$ cat src/core/rtcca_params.svh
// offsets, fields, reset values and timing of the rtc calendar core
`ifndef RTCCA_PARAMS_SVH
`define RTCCA_PARAMS_SVH
`define RTCCA_OFS_SEC 7'h00
`define RTCCA_OFS_SEC_ALM 7'h01
`define RTCCA_OFS_MIN 7'h02
`define RTCCA_OFS_MIN_ALM 7'h03
`define RTCCA_OFS_HOUR 7'h04
`define RTCCA_OFS_HOUR_ALM 7'h05
`define RTCCA_OFS_WDAY 7'h06
`define RTCCA_OFS_DATE 7'h07
`define RTCCA_OFS_MONTH 7'h08
`define RTCCA_OFS_YEAR 7'h09
`define RTCCA_OFS_CTRL_A 7'h0a
`define RTCCA_OFS_CTRL_B 7'h0b
`define RTCCA_OFS_FLAGS 7'h0c
`define RTCCA_OFS_BATT 7'h0d
`define RTCCA_OFS_NV 7'h0e
`define RTCCA_NV_BYTES 114
`define RTCCA_TIME_BYTES 10
`define RTCCA_A_UIP 7
`define RTCCA_B_SET 7
`define RTCCA_B_PIE 6
`define RTCCA_B_AIE 5
`define RTCCA_B_UIE 4
`define RTCCA_B_SQUARE_WAVE_ENABLE 3
`define RTCCA_B_BIN 2
`define RTCCA_B_H24 1
`define RTCCA_DV_RUN 3'h2
`define RTCCA_DV_HOLD 2'h3
`define RTCCA_RST_CTRL_A 7'h20
`define RTCCA_RST_CTRL_B 8'h02
`define RTCCA_RST_TIME 80'h0001_0101_0000_0000_0000
`define RTCCA_BATT_OK 8'h80
`define RTCCA_PIN_IDLE 12'h0700
`define RTCCA_DIV_HALF 15'h4000
`define RTCCA_DIV_LAST 15'h7fff
`define RTCCA_CLK_HZ 100000000
`define RTCCA_XTAL_HZ 32768
`define RTCCA_UIP_LEAD_US 244
`define RTCCA_UIP_LEAD_TICKS \
   ((`RTCCA_UIP_LEAD_US * `RTCCA_XTAL_HZ + 999999) / 1000000)
`endif

$ cat src/core/rtcca_pkg.sv
// types of the rtc calendar core
`include "rtcca_params.svh"
package rtcca_pkg;
   typedef struct packed {
      logic [11:0] s1;
      logic [11:0] s2;
   } rtcca_sync_t;

   typedef struct packed {
      logic [`RTCCA_NV_BYTES-1:0][7:0] nv;
      logic [`RTCCA_TIME_BYTES-1:0][7:0] usr;
      logic [`RTCCA_TIME_BYTES-1:0][7:0] itn;
      logic [6:0] rega;
      logic [7:0] regb;
      logic [2:0] flg;
      logic [2:0] pend;
      logic [2:0] snap;
      logic c_busy;
      logic [6:0] addr;
      logic [7:0] rdata;
      logic [26:0] acc;
      logic [14:0] div;
      logic as_p;
      logic rd_p;
      logic wr_p;
      logic tap_p;
      logic square_wave_out;
   } rtcca_state_t;
endpackage : rtcca_pkg

$ cat src/core/rtcca_cal.sv
// next-second calendar arithmetic on the time bytes
`timescale 1ns/10ps
`include "rtcca_params.svh"
module rtcca_cal (
   // current bytes and mode
   input wire logic [9:0][7:0] cur,
   input wire logic bin_mode,
   input wire logic h24,
   // bytes one second later, alarms unchanged
   output logic [9:0][7:0] nxt
);
   logic [7:0] s, m, h, h12, wd, d, mo, yr, eh;

   function automatic logic [7:0] to_bin(input logic [7:0] v,
                                         input logic bin);
      to_bin = bin ? v : ({4'h0, v[7:4]} * 8'h0a) + {4'h0, v[3:0]};
   endfunction : to_bin

   function automatic logic [7:0] to_enc(input logic [7:0] b,
                                         input logic bin);
      logic [7:0] t;
      logic [7:0] u;
      t = b / 8'h0a;
      u = b % 8'h0a;
      to_enc = bin ? b : {t[3:0], u[3:0]};
   endfunction : to_enc

   function automatic logic [7:0] mdays(input logic [7:0] mon,
                                        input logic [7:0] year);
      if (mon == 8'h02) begin
         mdays = (year[1:0] == 2'h0) ? 8'h1d : 8'h1c;
      end else if (mon == 8'h04 || mon == 8'h06 || mon == 8'h09 ||
                   mon == 8'h0b) begin
         mdays = 8'h1e;
      end else begin
         mdays = 8'h1f;
      end
   endfunction : mdays

   always_comb begin
      nxt = cur;
      s = to_bin(cur[`RTCCA_OFS_SEC], bin_mode);
      m = to_bin(cur[`RTCCA_OFS_MIN], bin_mode);
      h12 = to_bin({1'b0, cur[`RTCCA_OFS_HOUR][6:0]}, bin_mode);
      h = h24 ? to_bin(cur[`RTCCA_OFS_HOUR], bin_mode) :
         ((h12 == 8'h0c) ? 8'h00 : h12) +
         (cur[`RTCCA_OFS_HOUR][7] ? 8'h0c : 8'h00);
      wd = cur[`RTCCA_OFS_WDAY];
      d = to_bin(cur[`RTCCA_OFS_DATE], bin_mode);
      mo = to_bin(cur[`RTCCA_OFS_MONTH], bin_mode);
      yr = to_bin(cur[`RTCCA_OFS_YEAR], bin_mode);
      if (s < 8'h3b) begin
         s = s + 8'h01;
      end else begin
         s = 8'h00;
         if (m < 8'h3b) begin
            m = m + 8'h01;
         end else begin
            m = 8'h00;
            if (h < 8'h17) begin
               h = h + 8'h01;
            end else begin
               h = 8'h00;
               wd = (wd >= 8'h07) ? 8'h01 : wd + 8'h01;
               if (d < mdays(mo, yr)) begin
                  d = d + 8'h01;
               end else begin
                  d = 8'h01;
                  if (mo < 8'h0c) begin
                     mo = mo + 8'h01;
                  end else begin
                     mo = 8'h01;
                     yr = (yr >= 8'h63) ? 8'h00 : yr + 8'h01;
                  end
               end
            end
         end
      end
      h12 = (h >= 8'h0c) ? h - 8'h0c : h;
      if (h12 == 8'h00) begin
         h12 = 8'h0c;
      end
      eh = to_enc(h12, bin_mode);
      nxt[`RTCCA_OFS_SEC] = to_enc(s, bin_mode);
      nxt[`RTCCA_OFS_MIN] = to_enc(m, bin_mode);
      nxt[`RTCCA_OFS_HOUR] = h24 ? to_enc(h, bin_mode) :
         {(h >= 8'h0c), eh[6:0]};
      nxt[`RTCCA_OFS_WDAY] = wd;
      nxt[`RTCCA_OFS_DATE] = to_enc(d, bin_mode);
      nxt[`RTCCA_OFS_MONTH] = to_enc(mo, bin_mode);
      nxt[`RTCCA_OFS_YEAR] = to_enc(yr, bin_mode);
   end
endmodule : rtcca_cal

$ cat src/core/rtcca_core.sv
// rtc calendar core: bus slave, registers, divider chain, flags
`timescale 1ns/10ps
// Functional notes
// 12-hour mode: hours bit 7 set means PM, alarm too.
// each second advance the ten bytes, then test the alarm.
// alarm byte with top two bits set matches anything.
// wildcards give daily, hourly, per-minute or per-second alarms.
// seconds, minutes 0-59; hours, date, month, year in range.
// weekday counts 1 to 7, same code in both modes.
// general storage bytes always readable and writable.
// events set their flags whatever the enables say.
// enabling an already set flag asserts the request at once.
// flag read returns a stable snapshot, then clears set flags.
// events during a flag read are held and posted after it.
// request low while flag and enable both set; bit 7 mirrors.
// oscillator bits: 010 runs, 11x holds chain, others stop.
// one tap selector feeds square wave and periodic rate.
// square wave output only while its enable bit is set.
// periodic rate 122 us to 500 ms, request gated by enable.
// one update per second regardless of update inhibit.
// double buffer: inhibit freezes host copy, internal keeps counting.
// update-ended event follows each update.
// update pending rises 244 us before the update transfer.
// host sets inhibit before writing time, clears it afterwards.
// host rewrites hours after changing the 12/24 bit.
// data mode bit: one binary, zero bcd, for all ten bytes.
// setting update inhibit clears update-ended enable.
// reset clears flags and releases the request output.
// flag and battery registers are read-only.
// date rolls by month length, leap February every fourth year.
`include "rtcca_params.svh"
module rtcca_core #(
   parameter int unsigned TICK_STEP = `RTCCA_XTAL_HZ
) (
   // clock and reset
   input wire logic MCLK,
   input wire logic RST_N,
   // multiplexed host bus
   input wire logic [7:0] AD_I,
   output logic [7:0] AD_O,
   output logic AD_OE,
   input wire logic AS,
   input wire logic CS_N,
   input wire logic RD_N,
   input wire logic WR_N,
   // open-drain interrupt request
   output logic IRQ_N_O,
   output logic IRQ_OE,
   // square wave
   output logic SQUARE_WAVE_OUT
);
   localparam logic [14:0] UIP_START =
      `RTCCA_DIV_LAST - 15'(`RTCCA_UIP_LEAD_TICKS - 1);
   localparam rtcca_pkg::rtcca_state_t ST_RST = '{
      usr: `RTCCA_RST_TIME,
      itn: `RTCCA_RST_TIME,
      rega: `RTCCA_RST_CTRL_A,
      regb: `RTCCA_RST_CTRL_B,
      rd_p: 1'b1,
      wr_p: 1'b1,
      default: '0
   };

   rtcca_pkg::rtcca_state_t st_q;
   rtcca_pkg::rtcca_state_t st_d;
   logic [11:0] pin_s;
   logic [7:0] ad_s;
   logic as_s, cs_s, rd_s, wr_s, sel;
   logic rd_go, rd_end, wr_go;
   logic [9:0][7:0] nxt;
   logic [2:0] en, evt;
   logic [27:0] acc_sum;
   logic [3:0] rs, tap;
   logic irq, run, hold, tick, upd, update_pending_status, tap_lvl, alm_all;
   logic [7:0] rd_val, wv;

   // bus pins come from the host's domain
   rtcca_sync u_sync (
      .clk(MCLK),
      .rst_n(RST_N),
      .d({AS, CS_N, RD_N, WR_N, AD_I}),
      .q(pin_s)
   );
   assign as_s = pin_s[11];
   assign cs_s = pin_s[10];
   assign rd_s = pin_s[9];
   assign wr_s = pin_s[8];
   assign ad_s = pin_s[7:0];
   assign sel = !cs_s;
   assign rd_go = sel && st_q.rd_p && !rd_s;
   assign rd_end = !st_q.rd_p && rd_s;
   assign wr_go = sel && !st_q.wr_p && wr_s;

   rtcca_cal u_cal (
      .cur(st_q.itn),
      .bin_mode(st_q.regb[`RTCCA_B_BIN]),
      .h24(st_q.regb[`RTCCA_B_H24]),
      .nxt(nxt)
   );

   // rate code to divider stage; codes 1 and 2 alias 8 and 9
   function automatic logic [3:0] tap_of(input logic [3:0] code);
      if (code == 4'h1) begin
         tap_of = 4'h6;
      end else if (code == 4'h2) begin
         tap_of = 4'h7;
      end else begin
         tap_of = code - 4'h2;
      end
   endfunction : tap_of

   function automatic logic alm_hit(input logic [7:0] a,
                                    input logic [7:0] t);
      alm_hit = (a[7:6] == 2'h3) || (a == t);
   endfunction : alm_hit

   function automatic logic [7:0] reg_read(input logic [6:0] a);
      if (a < `RTCCA_OFS_CTRL_A) begin
         reg_read = st_q.usr[a[3:0]];
      end else if (a == `RTCCA_OFS_CTRL_A) begin
         reg_read = {update_pending_status, st_q.rega};
      end else if (a == `RTCCA_OFS_CTRL_B) begin
         reg_read = st_q.regb;
      end else if (a == `RTCCA_OFS_FLAGS) begin
         reg_read = {irq, st_q.flg, 4'h0};
      end else if (a == `RTCCA_OFS_BATT) begin
         reg_read = `RTCCA_BATT_OK;
      end else begin
         reg_read = st_q.nv[7'(a - `RTCCA_OFS_NV)];
      end
   endfunction : reg_read

   assign en = {st_q.regb[`RTCCA_B_PIE], st_q.regb[`RTCCA_B_AIE],
                st_q.regb[`RTCCA_B_UIE]};
   assign irq = |(st_q.flg & en);
   assign run = st_q.rega[6:4] == `RTCCA_DV_RUN;
   assign hold = st_q.rega[6:5] == `RTCCA_DV_HOLD;
   // fractional step keeps the 32 kHz tick exact when MCLK runs at RTCCA_CLK_HZ (100 MHz)
   assign acc_sum = {1'b0, st_q.acc} + 28'(TICK_STEP);
   assign tick = acc_sum >= 28'(`RTCCA_CLK_HZ);
   assign upd = run && tick && (st_q.div == `RTCCA_DIV_LAST);
   assign update_pending_status = run && !st_q.regb[`RTCCA_B_SET] &&
      (st_q.div >= UIP_START);
   assign rs = st_q.rega[3:0];
   assign tap = tap_of(rs);
   assign tap_lvl = (rs != 4'h0) && st_q.div[tap];
   assign alm_all = alm_hit(nxt[`RTCCA_OFS_SEC_ALM], nxt[`RTCCA_OFS_SEC])
      && alm_hit(nxt[`RTCCA_OFS_MIN_ALM], nxt[`RTCCA_OFS_MIN])
      && alm_hit(nxt[`RTCCA_OFS_HOUR_ALM], nxt[`RTCCA_OFS_HOUR]);
   // periodic, alarm, update-ended
   assign evt = {tap_lvl && !st_q.tap_p, upd && alm_all, upd};
   assign rd_val = reg_read(st_q.addr);
   // top bit of seconds is read-only
   assign wv = (st_q.addr == `RTCCA_OFS_SEC) ? {1'b0, ad_s[6:0]} : ad_s;

   always_comb begin
      st_d = st_q;
      st_d.as_p = as_s;
      st_d.rd_p = rd_s;
      st_d.wr_p = wr_s;
      st_d.tap_p = tap_lvl;
      st_d.square_wave_out = st_q.regb[`RTCCA_B_SQUARE_WAVE_ENABLE] && tap_lvl;
      st_d.acc = tick ? 27'(acc_sum - 28'(`RTCCA_CLK_HZ)) : acc_sum[26:0];
      // hold parks the chain half way, so the first update is 500 ms on
      if (hold) begin
         st_d.div = `RTCCA_DIV_HALF;
      end else if (run && tick) begin
         st_d.div = st_q.div + 15'h0001;
      end
      if (upd) begin
         st_d.itn = nxt;
         if (!st_q.regb[`RTCCA_B_SET]) begin
            st_d.usr = nxt;
         end
      end
      // flags: events wait while a flag read is open
      if (st_q.c_busy) begin
         if (rd_end) begin
            st_d.flg = (st_q.flg & ~st_q.snap) | st_q.pend | evt;
            st_d.pend = 3'h0;
            st_d.c_busy = 1'b0;
         end else begin
            st_d.pend = st_q.pend | evt;
         end
      end else begin
         st_d.flg = st_q.flg | evt;
      end
      if (st_q.as_p && !as_s) begin
         st_d.addr = ad_s[6:0];
      end
      // read data is caught once and held for the whole strobe
      if (rd_go) begin
         st_d.rdata = rd_val;
         st_d.c_busy = st_q.addr == `RTCCA_OFS_FLAGS;
         st_d.snap = st_q.flg;
      end
      if (wr_go) begin
         if (st_q.addr < `RTCCA_OFS_CTRL_A) begin
            st_d.usr[st_q.addr[3:0]] = wv;
            if (!st_q.regb[`RTCCA_B_SET]) begin
               st_d.itn[st_q.addr[3:0]] = wv;
            end
         end else if (st_q.addr == `RTCCA_OFS_CTRL_A) begin
            st_d.rega = ad_s[6:0];
         end else if (st_q.addr == `RTCCA_OFS_CTRL_B) begin
            st_d.regb = ad_s;
            if (ad_s[`RTCCA_B_SET]) begin
               st_d.regb[`RTCCA_B_UIE] = 1'b0;
            end else if (st_q.regb[`RTCCA_B_SET]) begin
               // releasing inhibit hands the host copy to the counter
               st_d.itn = st_d.usr;
            end
         end else if (st_q.addr >= `RTCCA_OFS_NV) begin
            st_d.nv[7'(st_q.addr - `RTCCA_OFS_NV)] = ad_s;
         end
         // flag and battery bytes ignore writes // R26
      end
   end

   always_ff @(posedge MCLK or negedge RST_N) begin
      if (!RST_N) begin
         st_q <= ST_RST;
      end else begin
         st_q <= st_d;
      end
   end

   assign AD_O = st_q.rdata;
   assign AD_OE = sel && !rd_s;
   assign IRQ_N_O = 1'b0;
   assign IRQ_OE = irq;
   assign SQUARE_WAVE_OUT = st_q.square_wave_out;
endmodule : rtcca_core

$ cat src/core/rtcca_sync.sv
// two-flop synchroniser for the host bus pins
`timescale 1ns/10ps
`include "rtcca_params.svh"
module rtcca_sync (
   // clock and reset
   input wire logic clk,
   input wire logic rst_n,
   // raw pins in, retimed pins out
   input wire logic [11:0] d,
   output logic [11:0] q
);
   rtcca_pkg::rtcca_sync_t r_q;
   rtcca_pkg::rtcca_sync_t r_d;

   always_comb begin
      r_d.s1 = d;
      r_d.s2 = r_q.s1;
   end

   always_ff @(posedge clk or negedge rst_n) begin
      if (!rst_n) begin
         r_q <= {`RTCCA_PIN_IDLE, `RTCCA_PIN_IDLE};
      end else begin
         r_q <= r_d;
      end
   end

   assign q = r_q.s2;
endmodule : rtcca_sync

$ cat config.mk
export PLATFORM = sky130hd
export DESIGN_NAME = rtcca_core
export DESIGN_NICKNAME = d
export VERILOG_FILES = /design/src/core/rtcca_pkg.sv /design/src/core/rtcca_cal.sv /design/src/core/rtcca_core.sv /design/src/core/rtcca_sync.sv
export VERILOG_INCLUDE_DIRS = /design/src /design/src/core
export SDC_FILE = /design/constraint.sdc
export NUM_CORES = 2
export LEC_CHECK = 0
export BUFFER_PORTS_ARGS = -buffer_cell sky130_fd_sc_hd__buf_2
export CORE_ASPECT_RATIO = 0.8
export CORE_UTILIZATION = 53
export CTS_CLUSTER_DIAMETER = 80
export DETAILED_ROUTE_END_ITERATION = 10
export GPL_TIMING_DRIVEN = 0
export PLACE_DENSITY = 0.71
export SYNTH_ARGS = -nofsm -noshare
export SYNTH_HDL_FRONTEND = slang
export SYNTH_SLANG_ARGS = --single-unit
$ cat constraint.sdc
create_clock -name MCLK -period 9.25 [get_ports MCLK]
set_input_delay 0.925 -clock MCLK [delete_from_list [all_inputs] [get_ports MCLK]]
set_output_delay 0.925 -clock MCLK [all_outputs]
set_load 0.02 [all_outputs]
==> results.py <==
metrics = {
    "synth": {
        "synth_edf_count": 0,
        "yosys.area.top_type_share": 0.456,
        "async_reset_ff_frac": 1.00,
        "synth_xor_xnor_area_share": 0.0165,
        "syn_inst": 5348,
        "synth_fp_nets": 5461,
        "ys_types": 117,
        "synthSimpleGateAreaFrac": 0.0851,
        "netlist_area_um2": 63600,
        "yosys-mux-area-fraction": 0.282,
        "syn_area_per_cell_um2": 11.9,
        "synth_compound_area_frac": 0.105,
        "yosysWarnings": 0,
        "ys_top_cells_by_area": "dfrtp_1, mux2_2, mux4_2",
        "synth_top_flop_cell": "dfrtp_1",
        "synth_top_family_by_area": "multiplexers",
        "synth_fa_ha_area_frac": 0.0219,
        "ys_seq_area_frac": 0.462,
        "synth_seq_cells": 1175,
        "yosysTopAreaCell": "dfrtp_1",
    },
    "clock_network": {
        "htreeDepth": 3,
        "cts-root-buf": "clkbuf_16",
        "clk_latency_ns": 0.79,
        "clk_path_buf_depth": 3,
        "cts_hold_buf": 0,
        "cts_sinks": 1175,
        "cts_tree": "yes",
        "path_clk_slew_ns": 0.07,
        "cts-buffers-inserted": 117,
    },
    "placed_design": {
        "port_buffers": 24,
        "place_congestion": 1.02,
        "place_area_um2": 66200,
        "placed_cells": 6996,
        "dpl.hpwl_um": 161000,
    },
    "floorplan": {
        "core_area_um2": 119000,
        "die_y_um": 312,
        "io_pins": 26,
        "die_area_um2": 121000,
        "start_util": 0.535,
        "rows": 113,
        "die_x_um": 389,
    },
    "global_routing": {
        "grt_max_degree": 174,
        "grt_overflow_total": 0,
        "grt_pass1_wl_um": 333000,
        "antenna_found_initial": 6,
        "first_global_vias": 47700,
        "grt_use_total": 0.375,
    },
    "setup_path": {
        "end_kind": "register",
        "required_ns": 9.94,
        "worstSetupStartpointType": "register",
        "cp_slowest_cell": "a2111oi_0",
        "slowest_delay_ns": 0.57,
        "worstPathArrival_ns": 9.87,
        "crit_path_max_fanout": 8,
        "cp_common_cell": "ha_4",
        "crit_type": "reg2reg",
    },
    "power": {
        "p_per_area_nw_per_um2": 200,
        "peakVddDrop_mv": 0.181,
        "power.leakage_nw": 31.8,
    },
    "layout": {
        "mostFrequentLayoutCells": "dfrtp_1, mux2_2, nor2_1",
        "final_common_cell": "dfrtp_1",
        "fin_cells": 7268,
        "area_growth_pct": 12.1,
        "num-nets-final": 5671,
        "fin_util": 0.600,
        "drive_above_1_share": 0.314,
        "fin_area_um2": 71300,
    },
    "timing": {
        "max_slew_margin": -0.0644,
        "slew_viol_final": 54,
        "final.period_utilization": 0.993,
        "worst_slew_pin_slew_ns": 1.60,
        "tns_ns": 0,
        "min_period_ns": 9.18,
        "fmax_mhz": 109,
        "finClkSkew_ns": 0.0691,
        "finalHoldViolCount": 0,
        "setup_viol": 0,
    },
    "detailed_routing": {
        "dr.pass1.iters": 7,
        "num_vias": 50100,
        "wl_met1_um": 95100,
        "routed.top_layer": "met5",
        "vias_per_cell": 6.90,
        "met3WireLength_um": 34800,
        "drc_errors": 0,
        "drt-total-wl_um": 228000,
        "wl_met2_um": 88300,
        "post_drt_wl_per_cell_um": 31.4,
        "drt_iter0_drc": 7132,
        "drtAntennaViolNets": 0,
    },
    "run": {
        "max-cap-violations": 7,
    },
    "worst_hold_path": {
        "hold_path.class": "in2async",
    },
    "outcome": {
        "violations": "max-capacitance violations, max-slew violations",
        "status": "finished, violations left",
    },
}
[final cells by class]
class	count	area, um^2
inverters	54	208
flip-flops and latches	1175	29400
well taps	1610	2010
repair buffers	96	871
diodes	1	2.50
fillers	9431	47600
plain buffers	375	1680
multi-input cells	3739	33100
clock buffers	166	3410
clock inverters	52	657
[logic make-up after synthesis]
family                   Yosys count
multiplexers                    1298
AND/OR/NAND/NOR                 1204
flip-flops                      1175
AO/OA/AOI/OAI                   1011
buffers and inverters            434
XOR/XNOR                         120
adder cells (fa/ha/maj)          105
other                              1
[path summary, 6_finish.rpt]
kind	start	end	slack [ns]	cells past startpoint
worst min register to register	u_sync.r_d[2]$_DFF_PN0_	u_sync.q[2]$_DFF_PN0_	0.31	0
worst max-delay path	st_q[123]$_DFF_PN0_	st_q[67]$_DFFE_PN0P_	0.07	45
worst max register to register	st_q[123]$_DFF_PN0_	st_q[67]$_DFFE_PN0P_	0.07	45
worst min-delay path	RST_N	st_q[968]$_DFFE_PN0P_	0.01	1
max in group asynchronous	RST_N	u_sync.r_d[5]$_DFF_PN0_	6.62	4
min in group MCLK	AD_I[0]	u_sync.r_d[0]$_DFF_PN0_	0.25	1
[worst max-delay path, delay by kind of cell, from the launching register on]
kind,cells,cell delay (ns)
multiplexers,1,0.20
AND/OR/NAND/NOR,11,2.22
AO/OA/AOI/OAI,16,3.38
XOR/XNOR,2,0.35
buffers and inverters,8,0.87
adder cells (fa/ha/maj),7,1.60
flip-flops,1,0.46
[state kept, by name, summed over array words and instances, names as in the netlist]
signal / flops
st_q: 1135
u_sync.q: 12
u_sync.r_d: 12
AD_O: 8
rs: 4
en: 3
SQUARE_WAVE_OUT: 1
[power breakdown]
part | switching (mW) | internal [mW] | leakage, nW | total [mW]
logic | 2.20 | 1.35 | 13.6 | 3.54
registers | 0.243 | 5.45 | 16.2 | 5.69
clock network | 2.18 | 2.88 | 2.01 | 5.06
[metal layers]
| layer | track usage | vias to the layer above |
|---|---|---|
| met5 | 0.000774 | - |
| met2 | 0.474 | 3373 |
| li1 | - | 20300 |
| met3 | 0.159 | 594 |
| met4 | 0.143 | 12 |
| met1 | 0.563 | 25800 |
[cells in the mapped netlist, types with 46 or more instances]
cell type and number:
a21oi_1 209, a22oi_1 100, a31oi_1 83, clkbuf_1 308, dfrtp_1 1159, ha_1 86, inv_1 48, mux2_2 952
mux2i_1 46, mux4_2 299, nand2_1 412, nand3_1 71, nor2_1 429, nor3_1 53, o21ai_0 233, o22ai_1 75
xnor2_1 84
[through the flow]
stage / worst slack [ns] / power, mW / hold WS, ns
6_report: 0.0690 / 14.3 / 0.0147
4_1_cts: 0.0127 / 14.0 / 0.0101
3_3_place_gp: -18.51 / 8.84 / 0.333
2_1_floorplan: 0.00827 / 7.73 / 0.331
5_1_grt: -0.0686 / 14.7 / 0.0295
3_5_place_dp: -3.27 / 8.91 / 0.341
[what timing repair did]
| action | CTS | global route |
|---|---|---|
| pin swaps | 14 | 39 |
| setup endpoints to repair | 46 | 12 |
| setup buffers | 24 | 32 |
| gates resized for setup | 67 | 65 |
Power figures use the tool's default switching activity.
